## src/ulev_defs.vh

```
// constants for the ulpi event, receive and register logic
`ifndef ULEV_DEFS_VH
`define ULEV_DEFS_VH
// wishbone byte offsets
`define ULEV_WB_CTRL 4'h0
`define ULEV_WB_STAT 4'h4
`define ULEV_WB_ULPI 4'h8
// wishbone control fields
`define ULEV_CTRL_RXCMD_BIT 0
// ulpi command codes, data[7:6]
`define ULEV_CMD_TX 2'h1
`define ULEV_CMD_WR 2'h2
`define ULEV_CMD_RD 2'h3
`define ULEV_EXT_ADDR 6'h2F
// ulpi register addresses
`define ULEV_A_FUNC 8'h04
`define ULEV_A_INTF 8'h07
`define ULEV_A_OTG 8'h0A
`define ULEV_A_RISE 8'h0D
`define ULEV_A_FALL 8'h10
// ulpi register reset values
`define ULEV_RST_FUNC 8'h41
`define ULEV_RST_INTF 8'h00
`define ULEV_RST_OTG 8'h06
`define ULEV_RST_RISE 8'h1F
`define ULEV_RST_FALL 8'h1F
// field positions
`define ULEV_F_TERM 2
`define ULEV_F_COMPL 5
`define ULEV_F_PASS 6
`define ULEV_F_PD_PLUS 1
`define ULEV_F_PD_MINUS 2
`define ULEV_F_USE_EXT 7
// interrupt enable bit positions
`define ULEV_E_HD 0
`define ULEV_E_VV 1
`define ULEV_E_SV 2
`define ULEV_E_SE 3
// receive event codes
`define ULEV_EV_IDLE 2'h0
`define ULEV_EV_ACT 2'h1
`define ULEV_EV_DISC 2'h2
`define ULEV_EV_ERR 2'h3
`endif

```

## src/ulev_sync2.v

```verilog
// two flip-flop synchroniser for asynchronous levels
`timescale 1ns/1ps
`default_nettype none
module ulev_sync2 #(
   parameter W = 1
) (
   input wire i_ref_clk,
   input wire i_rst,
   input wire [W-1:0] i_d,
   output reg [W-1:0] o_q
);
   reg [W-1:0] meta_r;

   // first stage feeds only the second
   always @(posedge i_ref_clk or posedge i_rst) begin
      if (i_rst) begin
         meta_r <= {W{1'b0}};
         o_q <= {W{1'b0}};
      end else begin
         meta_r <= i_d;
         o_q <= meta_r;
      end
   end
endmodule // ulev_sync2
`default_nettype wire

```

## src/ulev_edge_evt.v

```verilog
// enabled rising and falling edge event detector
`timescale 1ns/1ps
`default_nettype none
module ulev_edge_evt #(
   parameter W = 4
) (
   input wire i_ref_clk,
   input wire i_rst,
   input wire [W-1:0] i_level,
   input wire [W-1:0] i_rise_en,
   input wire [W-1:0] i_fall_en,
   output wire [W-1:0] o_event
);
   reg [W-1:0] prev_r;

   // remember last level
   always @(posedge i_ref_clk or posedge i_rst) begin
      if (i_rst) begin
         prev_r <= {W{1'b0}};
      end else begin
         prev_r <= i_level;
      end
   end

   // event only on an enabled direction
   assign o_event = (i_level & ~prev_r & i_rise_en) | (~i_level & prev_r & i_fall_en);
endmodule // ulev_edge_evt
`default_nettype wire

```

## src/ulev_top.v

```verilog
// ulpi transceiver event reporting, receive framing and register access
// Contract
// - send an rxcmd whenever the encoded supply state changes (here only for changes enabled in the rise and fall enable registers)
// - receive event field: 00 idle, 01 active, 11 error, 10 disconnect
// - on sync, signal receive active by dir with nxt, or rxcmd
// - on receive error drop nxt, send error rxcmd; link discards packet
// - disconnect valid only with both pulldowns; each change sends an rxcmd (here only if enabled in rise/fall enable bit 0)
// - accept immediate and extended address register reads and writes
// - dir raised during a register access aborts it; link retries
// - supply state: 00 below end, 01 end to valid, 10 valid, 11 a-valid
//
// Implementation choices: the register offsets and register access over Wishbone.
`timescale 1ns/1ps
`default_nettype none
`include "ulev_defs.vh"
module ulev_top (
   input wire i_ref_clk,
   input wire i_rst,
   // classic wishbone slave
   input wire i_wb_cyc,
   input wire i_wb_stb,
   input wire i_wb_we,
   input wire [3:0] i_wb_adr,
   input wire [3:0] i_wb_sel,
   input wire [31:0] i_wb_dat,
   output reg [31:0] o_wb_dat,
   output reg o_wb_ack,
   // ulpi pins
   input wire [7:0] i_ulpi_data,
   output reg [7:0] o_ulpi_data,
   output reg o_ulpi_data_oe,
   output reg o_ulpi_dir,
   output reg o_ulpi_nxt,
   input wire i_ulpi_stp,
   // analog comparators and pins, asynchronous
   input wire i_session_end,
   input wire i_session_valid,
   input wire i_a_device_supply_valid,
   input wire i_fault,
   input wire i_host_disconnect_a,
   input wire [1:0] i_line_state,
   // receiver core, same clock
   input wire i_rx_sync,
   input wire i_rx_valid,
   input wire [7:0] i_rx_data,
   input wire i_rx_err,
   input wire i_rx_end,
   // analog controls from the register set
   output wire [1:0] o_transceiver_select,
   output wire o_termination_select,
   output wire [1:0] o_operating_mode,
   output wire o_plus_line_pulldown,
   output wire o_minus_line_pulldown
);
   // ----------------------------------------
   // states
   // ----------------------------------------
   localparam [3:0] S_IDLE = 4'h0;
   localparam [3:0] S_W_CMD = 4'h1;
   localparam [3:0] S_W_EXT = 4'h2;
   localparam [3:0] S_W_DATA = 4'h3;
   localparam [3:0] S_W_STP = 4'h4;
   localparam [3:0] S_R_CMD = 4'h5;
   localparam [3:0] S_R_EXT = 4'h6;
   localparam [3:0] S_R_TURN = 4'h7;
   localparam [3:0] S_R_DATA = 4'h8;
   localparam [3:0] S_TX = 4'h9;
   localparam [3:0] S_C_TURN = 4'hA;
   localparam [3:0] S_C_SEND = 4'hB;
   localparam [3:0] S_RX_TURN = 4'hC;
   localparam [3:0] S_RX_RUN = 4'hD;
   localparam [3:0] S_BACK = 4'hE;

   reg [3:0] state_r;
   reg [7:0] func_r;
   reg [7:0] intf_r;
   reg [7:0] otg_r;
   reg [7:0] rise_irq_enable_r;
   reg [7:0] fall_irq_enable_r;
   reg [7:0] addr_r;
   reg [7:0] wdata_r;
   reg [7:0] abort_cnt_r;
   reg [7:0] last_rxcmd_r;
   reg [1:0] ls_prev_r;
   reg rxcmd_method_r;
   reg receive_active_r;
   reg receive_error_r;
   reg rx_req_r;
   reg pend_r;

   // ----------------------------------------
   // input synchronisation and supply encoding
   // ----------------------------------------
   wire [6:0] sync_q;
   wire session_end;
   wire session_valid;
   wire comp_a_valid;
   wire fault_s;
   wire host_disconnect_a;
   wire [1:0] line_state;
   wire fault_ind;
   wire a_device_supply_valid;
   reg [1:0] vbus_state;

   ulev_sync2 #(.W(7)) u_sync (
      .i_ref_clk(i_ref_clk),
      .i_rst(i_rst),
      .i_d({i_line_state, i_host_disconnect_a, i_fault, i_a_device_supply_valid,
            i_session_valid, i_session_end}),
      .o_q(sync_q)
   );
   assign session_end = sync_q[0];
   assign session_valid = sync_q[1];
   assign comp_a_valid = sync_q[2];
   assign fault_s = sync_q[3];
   assign host_disconnect_a = sync_q[4];
   assign line_state = sync_q[6:5];

   // external fault indicator replaces or qualifies the internal comparator
   assign fault_ind = fault_s ^ intf_r[`ULEV_F_COMPL];
   assign a_device_supply_valid = ~otg_r[`ULEV_F_USE_EXT] ? comp_a_valid :
                                  intf_r[`ULEV_F_PASS] ? fault_ind : (fault_ind & comp_a_valid);

   // encoded supply state
   always @* begin
      if (a_device_supply_valid) begin
         vbus_state = 2'h3;
      end else if (session_valid) begin
         vbus_state = 2'h2;
      end else if (!session_end) begin
         vbus_state = 2'h1;
      end else begin
         vbus_state = 2'h0;
      end
   end

   // ----------------------------------------
   // event detection and rxcmd byte
   // ----------------------------------------
   wire host_mode;
   wire [3:0] lvl;
   wire [3:0] edge_evt;
   wire new_evt;
   wire rc_sent;
   reg [1:0] receive_event_field;
   wire [7:0] rxcmd;

   // disconnect only counts with both pulldowns on
   assign host_mode = otg_r[`ULEV_F_PD_PLUS] & otg_r[`ULEV_F_PD_MINUS];
   assign lvl = {session_end, session_valid, a_device_supply_valid, host_disconnect_a & host_mode};

   ulev_edge_evt #(.W(4)) u_edge (
      .i_ref_clk(i_ref_clk),
      .i_rst(i_rst),
      .i_level(lvl),
      .i_rise_en(rise_irq_enable_r[3:0]),
      .i_fall_en(fall_irq_enable_r[3:0]),
      .o_event(edge_evt)
   );

   // supply, disconnect or line change raises a pending rxcmd
   assign new_evt = (|edge_evt) | (line_state != ls_prev_r);
   assign rc_sent = (state_r == S_C_SEND) ||
                    ((state_r == S_RX_RUN) && !i_rx_end && (receive_error_r || i_rx_err || !i_rx_valid));

   // receive event encoding
   always @* begin
      if (lvl[`ULEV_E_HD] && !receive_active_r) begin
         receive_event_field = `ULEV_EV_DISC;
      end else if (receive_active_r && (receive_error_r || i_rx_err)) begin
         receive_event_field = `ULEV_EV_ERR;
      end else if (receive_active_r) begin
         receive_event_field = `ULEV_EV_ACT;
      end else begin
         receive_event_field = `ULEV_EV_IDLE;
      end
   end
   assign rxcmd = {2'h0, receive_event_field, vbus_state, line_state};

   // ----------------------------------------
   // ulpi register read mux
   // ----------------------------------------
   reg [7:0] reg_rdata;
   always @* begin
      case (addr_r)
         `ULEV_A_FUNC: reg_rdata = func_r;
         `ULEV_A_INTF: reg_rdata = intf_r;
         `ULEV_A_OTG: reg_rdata = otg_r;
         `ULEV_A_RISE: reg_rdata = rise_irq_enable_r;
         `ULEV_A_FALL: reg_rdata = fall_irq_enable_r;
         default: reg_rdata = 8'h00;
      endcase
   end

   // analog controls
   assign o_transceiver_select = func_r[1:0];
   assign o_termination_select = func_r[`ULEV_F_TERM];
   assign o_operating_mode = func_r[4:3];
   assign o_plus_line_pulldown = otg_r[`ULEV_F_PD_PLUS];
   assign o_minus_line_pulldown = otg_r[`ULEV_F_PD_MINUS];

   // ----------------------------------------
   // ulpi bus state machine
   // ----------------------------------------
   wire link_cmd;
   wire reg_busy;
   assign link_cmd = (i_ulpi_data[7:6] != 2'h0);
   assign reg_busy = (state_r == S_W_CMD) || (state_r == S_W_EXT) || (state_r == S_W_DATA) ||
                     (state_r == S_W_STP) || (state_r == S_R_CMD) || (state_r == S_R_EXT);

   // bus ownership, register access and receive framing
   always @(posedge i_ref_clk or posedge i_rst) begin
      if (i_rst) begin
         state_r <= S_IDLE;
         o_ulpi_dir <= 1'b0;
         o_ulpi_nxt <= 1'b0;
         o_ulpi_data <= 8'h00;
         o_ulpi_data_oe <= 1'b0;
         func_r <= `ULEV_RST_FUNC;
         intf_r <= `ULEV_RST_INTF;
         otg_r <= `ULEV_RST_OTG;
         rise_irq_enable_r <= `ULEV_RST_RISE;
         fall_irq_enable_r <= `ULEV_RST_FALL;
         addr_r <= 8'h00;
         wdata_r <= 8'h00;
         abort_cnt_r <= 8'h00;
         last_rxcmd_r <= 8'h00;
         ls_prev_r <= 2'h0;
         receive_active_r <= 1'b0;
         receive_error_r <= 1'b0;
         rx_req_r <= 1'b0;
         pend_r <= 1'b0;
      end else begin
         ls_prev_r <= line_state;
         pend_r <= (pend_r & ~rc_sent) | new_evt;
         rx_req_r <= rx_req_r | i_rx_sync;
         if (rc_sent) begin
            last_rxcmd_r <= rxcmd;
         end
         if (i_rx_err && receive_active_r) begin
            receive_error_r <= 1'b1;
         end
         if ((rx_req_r || i_rx_sync) && (state_r == S_IDLE || reg_busy)) begin
            // sync seen in idle or a register access before the read turnaround: take the bus, abort that access
            if (reg_busy) begin
               abort_cnt_r <= abort_cnt_r + 8'h01;
            end
            rx_req_r <= 1'b0;
            receive_active_r <= 1'b1;
            receive_error_r <= 1'b0;
            o_ulpi_dir <= 1'b1;
            o_ulpi_nxt <= ~rxcmd_method_r;
            o_ulpi_data_oe <= 1'b0;
            state_r <= S_RX_TURN;
         end else begin
            case (state_r)
               S_IDLE: begin
                  o_ulpi_nxt <= 1'b0;
                  o_ulpi_data_oe <= 1'b0;
                  addr_r <= {2'h0, i_ulpi_data[5:0]};
                  if (link_cmd) begin
                     o_ulpi_nxt <= 1'b1;
                     if (i_ulpi_data[7:6] == `ULEV_CMD_WR) begin
                        state_r <= S_W_CMD;
                     end else if (i_ulpi_data[7:6] == `ULEV_CMD_RD) begin
                        state_r <= S_R_CMD;
                     end else begin
                        state_r <= S_TX;
                     end
                  end else if (pend_r) begin
                     o_ulpi_dir <= 1'b1;
                     state_r <= S_C_TURN;
                  end
               end
               S_W_CMD: begin
                  state_r <= (addr_r[5:0] == `ULEV_EXT_ADDR) ? S_W_EXT : S_W_DATA;
               end
               S_W_EXT: begin
                  addr_r <= i_ulpi_data;
                  state_r <= S_W_DATA;
               end
               S_W_DATA: begin
                  wdata_r <= i_ulpi_data;
                  o_ulpi_nxt <= 1'b0;
                  state_r <= S_W_STP;
               end
               S_W_STP: begin
                  if (i_ulpi_stp) begin
                     case (addr_r)
                        `ULEV_A_FUNC: func_r <= wdata_r;
                        `ULEV_A_INTF: intf_r <= wdata_r;
                        `ULEV_A_OTG: otg_r <= wdata_r;
                        `ULEV_A_RISE: rise_irq_enable_r <= wdata_r;
                        `ULEV_A_FALL: fall_irq_enable_r <= wdata_r;
                        default: wdata_r <= wdata_r;
                     endcase
                  end
                  state_r <= S_IDLE;
               end
               S_R_CMD: begin
                  if (addr_r[5:0] == `ULEV_EXT_ADDR) begin
                     state_r <= S_R_EXT;
                  end else begin
                     o_ulpi_nxt <= 1'b0;
                     o_ulpi_dir <= 1'b1;
                     state_r <= S_R_TURN;
                  end
               end
               S_R_EXT: begin
                  addr_r <= i_ulpi_data;
                  o_ulpi_nxt <= 1'b0;
                  o_ulpi_dir <= 1'b1;
                  state_r <= S_R_TURN;
               end
               S_R_TURN: begin
                  o_ulpi_data <= reg_rdata;
                  o_ulpi_data_oe <= 1'b1;
                  state_r <= S_R_DATA;
               end
               S_R_DATA: begin
                  o_ulpi_data_oe <= 1'b0;
                  o_ulpi_dir <= 1'b0;
                  state_r <= S_BACK;
               end
               S_TX: begin
                  // transmit path lies elsewhere; accept bytes until stop
                  o_ulpi_nxt <= ~i_ulpi_stp;
                  if (i_ulpi_stp) begin
                     state_r <= S_IDLE;
                  end
               end
               S_C_TURN: begin
                  o_ulpi_data <= rxcmd;
                  o_ulpi_data_oe <= 1'b1;
                  state_r <= S_C_SEND;
               end
               S_C_SEND: begin
                  o_ulpi_data_oe <= 1'b0;
                  o_ulpi_dir <= 1'b0;
                  state_r <= S_BACK;
               end
               S_RX_TURN: begin
                  o_ulpi_nxt <= 1'b0;
                  o_ulpi_data <= rxcmd;
                  o_ulpi_data_oe <= 1'b1;
                  state_r <= S_RX_RUN;
               end
               S_RX_RUN: begin
                  if (i_rx_end) begin
                     receive_active_r <= 1'b0;
                     o_ulpi_nxt <= 1'b0;
                     o_ulpi_data_oe <= 1'b0;
                     o_ulpi_dir <= 1'b0;
                     state_r <= S_BACK;
                  end else if (receive_error_r || i_rx_err) begin
                     o_ulpi_nxt <= 1'b0;
                     o_ulpi_data <= rxcmd;
                  end else if (i_rx_valid) begin
                     o_ulpi_nxt <= 1'b1;
                     o_ulpi_data <= i_rx_data;
                  end else begin
                     o_ulpi_nxt <= 1'b0;
                     o_ulpi_data <= rxcmd;
                  end
               end
               S_BACK: begin
                  state_r <= S_IDLE;
               end
               default: begin
                  state_r <= S_IDLE;
               end
            endcase
         end
      end
   end

   // ----------------------------------------
   // wishbone slave
   // ----------------------------------------
   wire wb_req;
   assign wb_req = i_wb_cyc & i_wb_stb & ~o_wb_ack;

   // one wait state answer, read mux and control write
   always @(posedge i_ref_clk or posedge i_rst) begin
      if (i_rst) begin
         o_wb_ack <= 1'b0;
         o_wb_dat <= 32'h00000000;
         rxcmd_method_r <= 1'b0;
      end else begin
         o_wb_ack <= wb_req;
         o_wb_dat <= 32'h00000000;
         if (wb_req && i_wb_we) begin
            if (i_wb_adr == `ULEV_WB_CTRL && i_wb_sel[0]) begin
               rxcmd_method_r <= i_wb_dat[`ULEV_CTRL_RXCMD_BIT];
            end
         end else if (wb_req) begin
            case (i_wb_adr)
               `ULEV_WB_CTRL: o_wb_dat <= {31'h00000000, rxcmd_method_r};
               `ULEV_WB_STAT: o_wb_dat <= {7'h00, pend_r, receive_error_r, receive_active_r,
                                          2'h0, state_r, abort_cnt_r, last_rxcmd_r};
               `ULEV_WB_ULPI: o_wb_dat <= {8'h00, intf_r, otg_r, func_r};
               default: o_wb_dat <= 32'h00000000;
            endcase
         end
      end
   end
endmodule // ulev_top
`default_nettype wire

```

## config.mk

```make
export PLATFORM = sky130hd
export DESIGN_NAME = ulev_top
export DESIGN_NICKNAME = d
export VERILOG_FILES = /design/src/ulev_sync2.v /design/src/ulev_edge_evt.v /design/src/ulev_top.v
export VERILOG_INCLUDE_DIRS = /design/src /design/src/src
export SDC_FILE = /design/constraint.sdc
export NUM_CORES = 1
export LEC_CHECK = 0
export BUFFER_PORTS_ARGS = -buffer_cell sky130_fd_sc_hd__buf_2
export CAP_MARGIN = 20
export CORE_UTILIZATION = 55
export CTS_CLUSTER_SIZE = 12
export DETAILED_ROUTE_END_ITERATION = 12
export GPL_TIMING_DRIVEN = 0
export MAX_ROUTING_LAYER = met4
export PLACE_DENSITY_LB_ADDON = 0.12
export SYNTH_ARGS = -nofsm -noshare
export SYNTH_HDL_FRONTEND = slang
export SYNTH_SLANG_ARGS = --single-unit
```

## constraint.sdc

```tcl
create_clock -name i_ref_clk -period 4.5 [get_ports i_ref_clk]
set_clock_uncertainty 0.1 [all_clocks]
set_input_delay 0.45 -clock i_ref_clk [delete_from_list [all_inputs] [get_ports i_ref_clk]]
set_output_delay 0.45 -clock i_ref_clk [all_outputs]
set_load 0.02 [all_outputs]
```

==> summary.txt <==
Outcome
  • Status: complete, no violations

Worst setup path
  • Crit path max-delay cell type: nor4_4
  • Crit Path Category: flop to flop
  • WP data arrival: 2.50 ns
  • Crit path largest cell delay: 0.49 ns
  • CP Buf/Inv Count: 1
  • Crit-path cells: nor4_4, and3_1, buf_4, nand2_4, nor2_8, mux2_2
  • Critical path startpoint category: flop
  • Crit Path Max Fanout: 8
  • Crit end category: flop
  • Worst EP required: 4.70 ns
  • Top delay family on crit path: simple AND/OR/NAND/NOR gates

Placed design
  • Post-DP HPWL: 11520 um
  • Placed Area: 6867 um2
  • Number of I/O port buffers: 82
  • Placer Congestion: ~0.91

Clocking
  • # hold bufs at CTS: 1
  • H-Tree Level Count: 4
  • CTS Sinks: ~140
  • Root Buffer: clkbuf_16
  • Clock buffer count from CTS: 17
  • Post-CTS setup repair buffer count: 0
  • Clock transition at path regs: approximately 0.060 ns
  • Post-CTS sizing: 0
  • Clk Latency, worst-skew pair: approximately 0.42 ns
  • CTS max path bufs: 2
  • CTS tree: built

Logic synthesis
  • Mapped Area: 6226 um2
  • Seq/Total Area, Yosys: 54.94%
  • Synthesized area per cell: 12.18 um2
  • #FFs+latches synth: 136
  • Synth Area in XOR/XNOR: 1.969%
  • Post-synth ARST share: 100.0%
  • Simple-gate share of the synthesized area: 13.12%
  • Number of synthesized flops with an enable pin: 0
  • Post-synthesis mux area share: 11.88%
  • Cells after Synth: 511
  • Main combinational cell family by area after synthesis: compound AO/OA/AOI/OAI gates
  • Synth area leader: dfrtp_1
  • Synth top area cells: dfrtp_1, mux2_2, dfstp_2
  • Most used DFF post-synth: dfrtp_1
  • Synth top area share: 49.04%
  • Synth Area in Compound Gates: 14.15%
  • Unique masters post-synth: slightly above 60
  • Yosys Warn Count: 0
  • Area share of fa/ha/maj cells after synthesis: 0.2010%

Pwr
  • Pleak: 3.419 nW
  • Peak supply drop: roughly 360 uV
  • Pwr dens: about 570 nW/um2
  • Power, Total: 4.187 mW

Route
  • Remaining DRCs: 0
  • DR pass1 iterations: 5
  • Routed Antenna Nets: 0
  • Post-Route WL: 15540 um
  • Drt first-iter violations: 323
  • Vias: 4579
  • DR vias/cell: 5.931
  • Wire per inst: 20.13 um

Floorplan
  • Die area: about 12000 um2
  • Core region area: 10940 um2
  • # rows: 38
  • Die width: 108.4 um
  • Chip Height: 108.4 um
  • I/O Pins: 124
  • Initial Utilization: 56.93%

Job
  • Max Cap Viol: 0

Cells and area
  • Share of post-route cells with drive strength above 1: a little over a third
  • # fillers: 862
  • Commonest non-fill, non-tap cells in the layout: dfrtp_1, buf_2, mux2_2, nor2_1, a22oi_1
  • Ant diodes: 0
  • Design area: 7406 um2
  • Fin nets: between 600 and 700
  • Area grow syn2layout: 18.95%
  • Storage cell area: 3421 um2
  • Area of the multi-input gates: around 2600 um2
  • Commonest non-fill, non-tap cell in the layout: dfrtp_1

Worst hold path
  • Worst hold-check path type: input pin to flop

STA
  • Max-slew violation total from the final report: 0
  • Final setup viols: 0
  • Worst-margin pin slew: ~0.94 ns
  • Max Clk Rate: 436.1 MHz
  • Min Tclk post-route: ~2.3 ns
  • Tcrit/Tclk final: 50.95%
  • RSZ-0062 raised after global routing: false
  • Final hold vios: 0
  • Slew Limit Headroom: 37.06%

Global routing
  • Global Route Usage Sum: roughly 30%
  • Vias in the first global route: 4423
  • GR Layer Usage met1: 40.91%
  • GRT overflow: 0
  • M2 GR Usage: between 40 and 50%
  • Largest net degree at the start of global routing: 106
  • First-pass GRT wire length: 24320 um
  • Met3 Use GR: 6.751%
  • Busiest layer in global routing: met2
  • Initial antenna violation count: 0
## layer usage
metal | part of all wire (%) | wire [um] | vias to the layer above
li1 | - | - | 2123
met1 | 45 | 7030 | 2265
met2 | 46 | 7209 | 169
met3 | 6.9 | 1080 | 22
met4 | 1.4 | 223 | 0
met5 | 0 | 0 | -
## flip-flops by register name, summed over array words and instances (netlist names), 2 cells and up
name	cells
o_wb_dat	25
abort_cnt_r	8
addr_r	8
fall_irq_enable_r	8
func_r	8
intf_r	8
o_ulpi_data	8
otg_r	8
rise_irq_enable_r	8
wdata_r	8
u_sync.meta_r	7
u_sync.o_q	7
last_rxcmd_r	6
state_r	4
u_edge.prev_r	4
ls_prev_r	2
## final timing paths
path	startpoint	end	slack [ns]	depth (start not counted)
hold / removal	i_line_state[0]	u_sync.meta_r[5]	0.03	1
max in group asynchronous	i_rst	rx_req_r	3.06	4
hold reg to reg	u_sync.meta_r[4]	u_sync.o_q[4]	0.25	0
min in group asynchronous	i_rst	u_sync.meta_r[6]	0.44	3
setup / recovery	state_r[3]	func_r[4]	2.21	6
setup reg to reg	state_r[3]	func_r[4]	2.21	6
## worst register-to-register path, stage by stage, from the launching register on
cell and delay (ns):
dfrtp_1 0.45, nor4_4 0.49, and3_1 0.26, buf_4 0.20, nand2_4 0.08, nor2_8 0.22
mux2_2 0.38
## cells by family (layout without fill, tap and decap cells)
kind of cell,count (synthesis),count (layout)
other,1,7
multiplexers,66,66
AO/OA/AOI/OAI,115,115
XOR/XNOR,14,14
buffers and inverters,44,159
flip-flops,136,136
adder cells (fa/ha/maj),1,1
AND/OR/NAND/NOR,134,134
## per-stage QoR
step	worst slack, ns	hold slack [ns]	instances	setup TNS, ns	utilization (%)
floorplan	0.3337	0.2312	517	0	-
global placement	-0.9643	0.2321	739	-116.44	62.49
detailed placement	2.129	0.2403	740	0	62.79
CTS	2.221	0.02463	772	0	67.72
global route	2.113	0.02408	772	0	67.72
finish	2.207	0.03307	772	0	67.72
## cells in the mapped netlist (3+ instances only)
cell and instances:
nor2b_1 5, dfrtp_1 122, a222oi_1 8, o22ai_1 12
a22oi_1 20, nand3_4 4, buf_2 9, nand3_1 5
a221oi_1 6, mux2i_1 3, clkbuf_1 8, buf_1 4
a31oi_1 6, nand2_1 18, a22o_1 17, a21oi_1 13
nand2b_1 5, xnor2_1 11, nor3_1 9, nand3b_1 6
mux2_2 62, nor2_1 46, a21o_1 3, nand4_1 6
inv_1 8, a211oi_1 4, o21ai_0 10, dfstp_2 14
nor4_4 3, xor2_1 3, buf_4 14, and3_1 11
## final cells by class
cell class,instances,share of cell area [%]
Timing Repair Buffer,84,6.048
Sequential cell,136,46.19
Buffer,35,2.636
Inverter,9,0.5237
Clock buffer,24,6.504
Tap cell,140,2.365
Clock inverter,7,0.6420
Multi-Input combinational cell,337,35.09
## power by group
group / switching (mW) / internal (mW)
Clock: 0.500 / 0.743
Sequential: 0.217 / 1.43
Combinational: 0.790 / 0.508
Total: 1.51 / 2.68
No activity file was read; power rests on OpenSTA's default activity.
